**src/design/thcp_consts.svh**
```systemverilog
// Constants of the touch host command parser
`ifndef THCP_CONSTS_SVH
`define THCP_CONSTS_SVH
`define THCP_CMD_NULL 8'h00
`define THCP_CMD_CFG 8'h01
`define THCP_CMD_CAL 8'h03
`define THCP_CMD_RST 8'h04
`define THCP_CMD_ERR 8'h05
`define THCP_CMD_FIRST 8'h06
`define THCP_CMD_ALL 8'h07
`define THCP_CMD_SIG 8'h08
`define THCP_CMD_REF 8'h09
`define THCP_CMD_LAST 8'h0f
`define THCP_RSP_RDY 8'hfe
`define THCP_RSP_BAD 8'h00
`define THCP_CRC_SKIP 16'h0000
`define THCP_NOKEY 6'h3f
`define THCP_ONE_BYTES 8'h01
`define THCP_KMAP_BYTES 8'h06
`define THCP_DUMP_BYTES 8'h60
`define THCP_ST_FMEA_BIT 5
`define THCP_ST_COMMS_BIT 6
`define THCP_CFG_LEN 8'h80
`define THCP_TMO_MS 100
`define THCP_CLK_MHZ 200
`define THCP_FIFO_W 8
`define THCP_FIFO_D 32
`define THCP_CRC8_POLY 8'h07
`define THCP_CRC8_INIT 8'h00
`define THCP_CRC16_POLY 16'h1021
`define THCP_CRC16_INIT 16'hffff
`endif

```
**src/design/thcp_pkg.sv**
```systemverilog
// Types of the touch host command parser
package thcp_pkg;
  typedef enum logic [2:0] {
    ST_IDLE = 3'b000,
    ST_GEN = 3'b001,
    ST_UPRDY = 3'b010,
    ST_UPLD = 3'b011,
    ST_UPEND = 3'b100,
    ST_ACK = 3'b101,
    ST_RSTW = 3'b110
  } thcp_state_t;

  typedef struct packed {
    thcp_state_t st;
    logic arm_v;
    logic [7:0] arm_code;
    logic [24:0] tmr;
    logic [7:0] cmd;
    logic [7:0] cnt;
    logic [7:0] crc8;
    logic [15:0] crc16;
    logic [15:0] rxcrc;
    logic comms_err;
    logic [5:0] credit;
    logic halt;
    logic cal_req;
    logic rst_req;
    logic cfg_we;
    logic [7:0] cfg_addr;
    logic [7:0] cfg_data;
    logic cfg_commit;
    logic cfg_valid;
    logic pv;
    logic [7:0] pdata;
  } thcp_regs_t;
endpackage : thcp_pkg

```
**src/design/thcp_parser.sv**
```systemverilog
// Host command interpreter of the matrix touch-key controller
`timescale 1ns/1ps
`include "thcp_consts.svh"
module thcp_parser #(
  parameter int unsigned TMO_CYC = `THCP_TMO_MS * 1000 * `THCP_CLK_MHZ,
  parameter logic [7:0] CRC8_POLY = `THCP_CRC8_POLY,
  parameter logic [7:0] CRC8_INIT = `THCP_CRC8_INIT,
  parameter logic [15:0] CRC16_POLY = `THCP_CRC16_POLY,
  parameter logic [15:0] CRC16_INIT = `THCP_CRC16_INIT
) (
  // Clock and reset
  input logic clk,
  input logic rstn,
  // Host byte link
  input logic spi_mode,
  input logic rx_valid,
  input logic [7:0] rx_data,
  output logic tx_valid,
  input logic tx_ready,
  output logic [7:0] tx_data,
  // Sensing data
  input logic [47:0] key_det,
  output logic [5:0] key_idx,
  output logic key_ref_sel,
  input logic [15:0] key_word,
  // Status sources
  input logic fmea_fault,
  input logic calibrating,
  input logic cal_fail,
  input logic sync_fail,
  input logic eeprom_corrupt,
  input logic comms_err_set,
  output logic comms_err,
  // Sensing control
  output logic sense_halt,
  output logic cal_all_req,
  output logic reset_req,
  // Configuration storage
  output logic cfg_we,
  output logic [7:0] cfg_addr,
  output logic [7:0] cfg_data,
  output logic cfg_commit,
  output logic cfg_mark_valid
);
  import thcp_pkg::*;

  localparam logic [24:0] TMO_M1 = 25'(TMO_CYC - 1);

  thcp_regs_t q, d;
  logic f_in_ready, f_out_valid, f_out_ready, f_push, slot, gate;
  logic [7:0] f_out_data;
  logic [7:0] sel, ndat;
  logic has_crc, multi, any_err, good, is_null, pop;
  logic [5:0] fk;
  logic [47:0] kshift;

  // CRC-8 step, MSB first
  function automatic logic [7:0] crc8_f(input logic [7:0] c,
                                        input logic [7:0] b);
    logic [7:0] r;
    r = c ^ b;
    for (int i = 0; i < 8; i++) begin
      r = r[7] ? ((r << 1) ^ CRC8_POLY) : (r << 1);
    end
    return r;
  endfunction : crc8_f

  // CRC-16 step, MSB first
  function automatic logic [15:0] crc16_f(input logic [15:0] c,
                                          input logic [7:0] b);
    logic [15:0] r;
    r = c ^ {b, 8'h00};
    for (int i = 0; i < 8; i++) begin
      r = r[15] ? ((r << 1) ^ CRC16_POLY) : (r << 1);
    end
    return r;
  endfunction : crc16_f

  thcp_fifo #(
    .W(`THCP_FIFO_W),
    .D(`THCP_FIFO_D)
  ) u_fifo (
    .clk(clk),
    .rstn(rstn),
    .in_valid(q.pv),
    .in_ready(f_in_ready),
    .in_data(q.pdata),
    .out_valid(f_out_valid),
    .out_ready(f_out_ready),
    .out_data(f_out_data)
  );

  // In SPI mode a byte leaves only against a banked null command
  assign gate = !spi_mode || (q.credit != 6'h00);
  assign tx_valid = f_out_valid && gate;
  assign f_out_ready = tx_ready && gate;
  assign tx_data = f_out_data;
  assign pop = f_out_valid && f_out_ready;
  assign f_push = q.pv && f_in_ready;
  assign slot = !q.pv || f_in_ready;

  assign key_idx = q.cnt[6:1];
  assign key_ref_sel = (q.cmd == `THCP_CMD_REF);
  assign comms_err = q.comms_err;
  assign sense_halt = q.halt;
  assign cal_all_req = q.cal_req;
  assign reset_req = q.rst_req;
  assign cfg_we = q.cfg_we;
  assign cfg_addr = q.cfg_addr;
  assign cfg_data = q.cfg_data;
  assign cfg_commit = q.cfg_commit;
  assign cfg_mark_valid = q.cfg_valid;

  assign is_null = rx_valid && spi_mode && (q.st != ST_UPLD) &&
                   (rx_data == `THCP_CMD_NULL);
  assign multi = |(key_det & (key_det - 48'h1));
  assign any_err = calibrating | cal_fail | sync_fail | q.comms_err |
                   fmea_fault | eeprom_corrupt;
  assign kshift = key_det >> (6'd40 - {q.cnt[2:0], 3'b000});
  assign good = (q.rxcrc == `THCP_CRC_SKIP) || (q.rxcrc == q.crc16);

  // Lowest touched key, or the none code
  always_comb begin
    fk = `THCP_NOKEY;
    for (int k = 47; k >= 0; k--) begin
      if (key_det[k]) begin
        fk = 6'(k);
      end
    end
  end

  // Report byte for the current position
  always_comb begin
    sel = 8'h00;
    ndat = `THCP_ONE_BYTES;
    has_crc = 1'b1;
    case (q.cmd)
      `THCP_CMD_ERR: begin
        sel[`THCP_ST_FMEA_BIT] = fmea_fault;
        sel[`THCP_ST_COMMS_BIT] = q.comms_err;
      end
      `THCP_CMD_FIRST: begin
        sel = {multi, any_err, fk};
      end
      `THCP_CMD_ALL: begin
        sel = kshift[7:0];
        ndat = `THCP_KMAP_BYTES;
      end
      `THCP_CMD_SIG, `THCP_CMD_REF: begin
        sel = q.cnt[0] ? key_word[7:0] : key_word[15:8];
        ndat = `THCP_DUMP_BYTES;
        has_crc = 1'b0;
      end
      default: begin
        sel = 8'h00;
      end
    endcase
  end

  always_comb begin
    d = q;
    d.cal_req = 1'b0;
    d.rst_req = 1'b0;
    d.cfg_we = 1'b0;
    d.cfg_commit = 1'b0;
    d.cfg_valid = 1'b0;
    if (f_in_ready) begin
      d.pv = 1'b0;
    end
    if (is_null && !pop && q.credit != 6'h3f) begin
      d.credit = q.credit + 6'h01;
    end else if (pop && !is_null && spi_mode) begin
      d.credit = q.credit - 6'h01;
    end
    if (q.arm_v) begin
      d.tmr = q.tmr + 25'h1;
      if (q.tmr == TMO_M1) begin
        d.arm_v = 1'b0;
      end
    end
    case (q.st)
      ST_IDLE: begin
        if (rx_valid) begin
          if (rx_data == `THCP_CMD_LAST) begin
            d.comms_err = 1'b0;
          end
          if (q.arm_v && rx_data == q.arm_code) begin
            d.arm_v = 1'b0;
            d.cmd = rx_data;
            if (rx_data == `THCP_CMD_CFG) begin
              d.halt = 1'b1;
              d.st = ST_UPRDY;
            end else begin
              d.st = ST_ACK;
            end
          end else if (rx_data == `THCP_CMD_CFG ||
                       rx_data == `THCP_CMD_CAL ||
                       rx_data == `THCP_CMD_RST) begin
            d.arm_v = 1'b1;
            d.arm_code = rx_data;
            d.tmr = 25'h0;
          end else begin
            d.arm_v = 1'b0;
            if (rx_data >= `THCP_CMD_ERR && rx_data <= `THCP_CMD_REF) begin
              d.cmd = rx_data;
              d.cnt = 8'h00;
              d.crc8 = crc8_f(CRC8_INIT, rx_data);
              d.st = ST_GEN;
            end
          end
        end
      end
      ST_GEN: begin
        if (slot) begin
          d.pv = 1'b1;
          d.cnt = q.cnt + 8'h01;
          if (q.cnt < ndat) begin
            d.pdata = sel;
            d.crc8 = crc8_f(q.crc8, sel);
            if (!has_crc && q.cnt == ndat - 8'h01) begin
              d.st = ST_IDLE;
            end
          end else begin
            d.pdata = q.crc8;
            d.st = ST_IDLE;
          end
        end
      end
      ST_UPRDY: begin
        if (slot) begin
          d.pv = 1'b1;
          d.pdata = `THCP_RSP_RDY;
          d.cnt = 8'h00;
          d.tmr = 25'h0;
          d.crc16 = CRC16_INIT;
          d.st = ST_UPLD;
        end
      end
      ST_UPLD: begin
        if (rx_valid) begin
          d.tmr = 25'h0;
          d.cnt = q.cnt + 8'h01;
          if (q.cnt < `THCP_CFG_LEN) begin
            d.cfg_we = 1'b1;
            d.cfg_addr = q.cnt;
            d.cfg_data = rx_data;
            d.crc16 = crc16_f(q.crc16, rx_data);
          end else if (q.cnt == `THCP_CFG_LEN) begin
            d.rxcrc[7:0] = rx_data;
          end else begin
            d.rxcrc[15:8] = rx_data;
            d.st = ST_UPEND;
          end
        end else begin
          d.tmr = q.tmr + 25'h1;
          if (q.tmr == TMO_M1) begin
            d.halt = 1'b0;
            d.st = ST_IDLE;
          end
        end
      end
      ST_UPEND: begin
        if (slot) begin
          d.pv = 1'b1;
          d.pdata = good ? `THCP_RSP_RDY : `THCP_RSP_BAD;
          d.cfg_commit = 1'b1;
          d.cfg_valid = good;
          d.halt = 1'b0;
          d.st = ST_IDLE;
        end
      end
      ST_ACK: begin
        if (slot) begin
          d.pv = 1'b1;
          d.pdata = ~q.cmd;
          if (q.cmd == `THCP_CMD_CAL) begin
            d.cal_req = 1'b1;
            d.st = ST_IDLE;
          end else begin
            d.st = ST_RSTW;
          end
        end
      end
      ST_RSTW: begin
        // The acknowledge must have left before the reset fires
        if (!q.pv && !f_out_valid) begin
          d.rst_req = 1'b1;
          d.st = ST_IDLE;
        end
      end
      default: begin
        d.st = ST_IDLE;
      end
    endcase
    if (comms_err_set) begin
      d.comms_err = 1'b1;
    end
  end

  always_ff @(posedge clk) begin
    if (!rstn) begin
      q <= '0;
    end else begin
      q <= d;
    end
  end
endmodule : thcp_parser

```
**src/design/thcp_fifo.sv**
```systemverilog
// Response byte FIFO held in flip-flops
`timescale 1ns/1ps
module thcp_fifo #(
  parameter int W = 8,
  parameter int D = 32,
  parameter int AW = $clog2(D)
) (
  // Clock and reset
  input logic clk,
  input logic rstn,
  // Fill side
  input logic in_valid,
  output logic in_ready,
  input logic [W-1:0] in_data,
  // Drain side
  output logic out_valid,
  input logic out_ready,
  output logic [W-1:0] out_data
);
  typedef struct packed {
    logic [D-1:0][W-1:0] mem;
    logic [AW:0] wp;
    logic [AW:0] rp;
  } thcp_fifo_st_t;

  thcp_fifo_st_t q, d;
  logic full, empty;

  assign empty = (q.wp == q.rp);
  assign full = (q.wp[AW] != q.rp[AW]) && (q.wp[AW-1:0] == q.rp[AW-1:0]);
  assign in_ready = !full;
  assign out_valid = !empty;
  assign out_data = q.mem[q.rp[AW-1:0]];

  always_comb begin
    d = q;
    if (in_valid && !full) begin
      d.mem[q.wp[AW-1:0]] = in_data;
      d.wp = q.wp + 1'b1;
    end
    if (out_ready && !empty) begin
      d.rp = q.rp + 1'b1;
    end
  end

  always_ff @(posedge clk) begin
    if (!rstn) begin
      q <= '0;
    end else begin
      q <= d;
    end
  end
endmodule : thcp_fifo

```
**config.mk**
```make
export PLATFORM = sky130hd
export DESIGN_NAME = thcp_parser
export DESIGN_NICKNAME = d
export VERILOG_FILES = /design/src/design/thcp_pkg.sv /design/src/design/thcp_parser.sv /design/src/design/thcp_fifo.sv
export VERILOG_INCLUDE_DIRS = /design/src /design/src/design
export SDC_FILE = /design/constraint.sdc
export NUM_CORES = 1
export LEC_CHECK = 0
export BUFFER_PORTS_ARGS = -buffer_cell sky130_fd_sc_hd__buf_2
export CAP_MARGIN = 20
export CELL_PAD_IN_SITES_DETAIL_PLACEMENT = 1
export CELL_PAD_IN_SITES_GLOBAL_PLACEMENT = 1
export CORE_MARGIN = 5
export CORE_UTILIZATION = 44
export CTS_CLUSTER_SIZE = 14
export DETAILED_ROUTE_END_ITERATION = 10
export HOLD_SLACK_MARGIN = 0.1
export PLACE_DENSITY = 0.84
export SLEW_MARGIN = 5
export SYNTH_ARGS = -nofsm -noshare
export SYNTH_HDL_FRONTEND = slang
export SYNTH_SLANG_ARGS = --single-unit
```
**constraint.sdc**
```tcl
create_clock -name clk -period 3.5 [get_ports clk]
set_input_delay 0.175 -clock clk [delete_from_list [all_inputs] [get_ports clk]]
set_output_delay 0.175 -clock clk [all_outputs]
set_load 0.02 [all_outputs]
```
==> qor.yml <==
run_status:
  result_of_the_run: "finished clean"
logic_synthesis:
  async_reset_ff_frac: 0
  seq_area_frac_synth: 0.373
  syn_area_um2: 21400
  synth_largest_type_area_fraction: 0.373
  netlist-cell-type-count: 82
  synthesis.yosys.warnings: 0
  synth-edff-count: 0
  synthCells: 2247
  synth_area_leaders: "sky130_fd_sc_hd__dfxtp_1 (37%), sky130_fd_sc_hd__mux2i_1 (12%), sky130_fd_sc_hd__mux4_2 (9.3%)"
  most_common_flop_cell_mapped_by_yosys: "sky130_fd_sc_hd__dfxtp_1"
  ys_ff_latch: 399
  yosys.area.top_type: "sky130_fd_sc_hd__dfxtp_1"
  postSynthNetCount: 2355
  avgSynthCellArea_um2: 9.53
clock_tree:
  clock_insertion_delay_at_the_later_pin_of_the_skew_report_ns: 0.59
  numCtsBuffers: 43
  cts_sinks: 399
  clockRootBuffer: "sky130_fd_sc_hd__clkbuf_16"
  htree_num_levels: 2
  max-clock-path-buffers: 3
  cts.reportedPaths.clkPinSlew_ns: 0.06
  tritoncts: "done"
  cts_setup_buffers: 0
layout:
  design.final.nets: 2435
  layout.area.seq_um2: 8000
  insertedDiodeCount: 0
  final_cell_mix: "sky130_fd_sc_hd__dfxtp_1 (396), sky130_fd_sc_hd__nor2b_1 (278), sky130_fd_sc_hd__mux2i_1 (260)"
  mostFrequentLayoutCell: "sky130_fd_sc_hd__dfxtp_1"
  drive_gt1_frac: 0.172
  multiInputGateArea_um2: 12600
  area.growth.synth_to_final_pct: 13.3
  fillers: 5328
drt:
  antenna_violating_nets_left: 0
  route.detailed.wl_per_inst_um: 23.9
  remaining_drc_errors: 0
  drt_iter0_markers: 1437
  drt_pre_antenna_iters: 5
  routed_via_density: 6.06
  vias: 18046
  drt_wl_total_um: 71200
floorplan:
  chipHeight_um: 231
  fp.dieW_um: 231
  rows: 80
  design.core.area_um2: 47900
  top_level_pins: 122
  design.die.area_um2: 53200
  initial_core_util: 0.447
sta:
  fin_crit_sh: 0.973
  worst-slew-pin-transition_ns: 1.19
  max_freq_mhz: 294
  setup_tns_ns: 0
  final_period_minus_worst_setup_slack_ns: 3.41
  hold_viol: 0
  unrepaired_setup_endpoints_after_global_routing: "false"
  fin_worst_hold_slack_ns: 0.147
  fin_skew_ns: 0.0248
  drv_slew: 0
  headroom_to_the_max_slew_limit: 0.201
  setup_viol: 0
grt:
  first_global_vias: 19304
  overflow: 0
  grt_first_pass_wirelength_um: 110000
  grtUsageTotal: 0.256
  grt_max_degree: 174
  grt_antenna_before_repair: 0
worst_setup_path:
  critical_path_required_ns: 3.97
  reg2reg_depth: 11
  arrival_ns: 3.87
  critical_path.endpoint_type: "register"
  crit_path_max_fanout: 3
  worst-setup-path-type: "input port to register"
  cp-start-kind: "input port"
flow_run:
  max_cap_viol_count: 0
pwr:
  p_total_mw: 9.67
  power.leakage_nw: 8.25
  ir_worst_vdd_v: 0.000307
  power_density_nw_per_um2: 398
min_path:
  hold_class: "input port to register"
  min_path_cells: 4
placed_design:
  gp_congestion: 0.903
  dp_hpwl_um: 46200
  place.port_buffers: 121
## report_power, final
| group | leakage [nW] | switching [mW] | internal (mW) | total, mW |
|---|---|---|---|---|
| Sequential | 3.21 | 0.00799 | 4.54 | 4.55 |
| Clock | 0.675 | 1.97 | 2.61 | 4.57 |
| Combinational | 4.36 | 0.324 | 0.217 | 0.540 |
| Total | 8.25 | 2.30 | 7.37 | 9.67 |
## registers in the layout (all words and copies together) (netlist names)
register and count:
comms_err 1, cfg_commit 1, u_fifo.q 268, cfg_addr 8, cfg_mark_valid 1, cfg_data 8, cal_all_req 1, reset_req 1
q 102, key_idx 6, cfg_we 1, sense_halt 1
## path summary, 6_finish.rpt
path / from / endpoint / slack [ns]
worst max register to register: q[91] / q[128] / 0.14
worst min register to register: cfg_data[7] / cfg_data[7] / 0.47
worst min-delay path: rx_data[1] / cfg_data[1] / 0.15
worst max-delay path: rx_data[5] / q[36] / 0.09
## through the flow
step,std cells,setup WS (ns),utilization,area [um^2]
6_report,2977,0.0937,0.506,24300
2_1_floorplan,2247,0.136,-,21400
3_3_place_gp,2883,0.116,0.474,22700
3_5_place_dp,2883,0.0138,0.474,22700
5_1_grt,2977,0.00748,0.506,24300
4_1_cts,2972,0.0124,0.505,24200
## repair_timing
action                     CTS  global route
setup endpoints to repair    8             8
pin swaps                    0             1
gates resized for setup      2             8
gates cloned                 0             0
hold buffers                 9             0
hold endpoints to repair    11             0
## synthesized netlist by cell type (all sizes together), types with 11 or more instances
cell / instances
dfxtp: 399
nor2b: 279
mux2i: 260
nand2: 149
nor2: 145
clkbuf: 140
o21ai: 98
a21oi: 95
mux4: 88
a21boi: 54
xnor2: 53
xor2: 53
buf: 45
nor4: 31
inv: 29
nand4: 28
nor3: 25
ha: 24
and2: 19
nand3: 18
or3: 16
and3: 14
nor3b: 14
or2: 11
## metal layers
metal | up-vias | track usage | part of all wire
li1 | 8094 | - | -
met1 | 9207 | 0.314 | 0.42
met3 | 164 | 0.0409 | 0.048
met4 | 0 | 0.105 | 0.039
met5 | - | 0 | 0
met2 | 581 | 0.449 | 0.50
## critical path, stage by stage
cell and delay [ns]:
sky130_fd_sc_hd__dlygate4sd3_1 0.58, sky130_fd_sc_hd__buf_2 0.15, sky130_fd_sc_hd__inv_1 0.08, sky130_fd_sc_hd__ha_1 0.20, sky130_fd_sc_hd__nand2_1 0.12, sky130_fd_sc_hd__or4b_4 0.53, sky130_fd_sc_hd__nor3_2 0.13, sky130_fd_sc_hd__buf_4 0.13
sky130_fd_sc_hd__o211ai_1 0.14, sky130_fd_sc_hd__ha_1 0.33, sky130_fd_sc_hd__a21o_1 0.19, sky130_fd_sc_hd__a21o_1 0.20, sky130_fd_sc_hd__a21o_1 0.19, sky130_fd_sc_hd__a21oi_1 0.18, sky130_fd_sc_hd__xnor2_1 0.13, sky130_fd_sc_hd__nand2_1 0.09
sky130_fd_sc_hd__xnor2_1 0.15, sky130_fd_sc_hd__and2_1 0.16
## cell families (layout without fill, tap and decap cells)
group           after synthesis  in the layout  share of synthesized area
flops                       399            399                      0.373
compound gates              359            359                      0.108
buf+inv                     214            329                     0.0418
mux                         357            357                      0.219
xor+xnor                    107            107                     0.0444
simple gates                785            785                      0.199
fa+ha+maj                    26             26                     0.0154
## layout make-up
cell class	instances	share of cell area
clock inverter	10	0.00593
multi-input combinational	1634	0.518
timing repair buffer	220	0.0593
tap	615	0.0317
clock buffer	70	0.0514
inverter	29	0.00448
sequential	399	0.329
(Power assumes the default switching activity.)
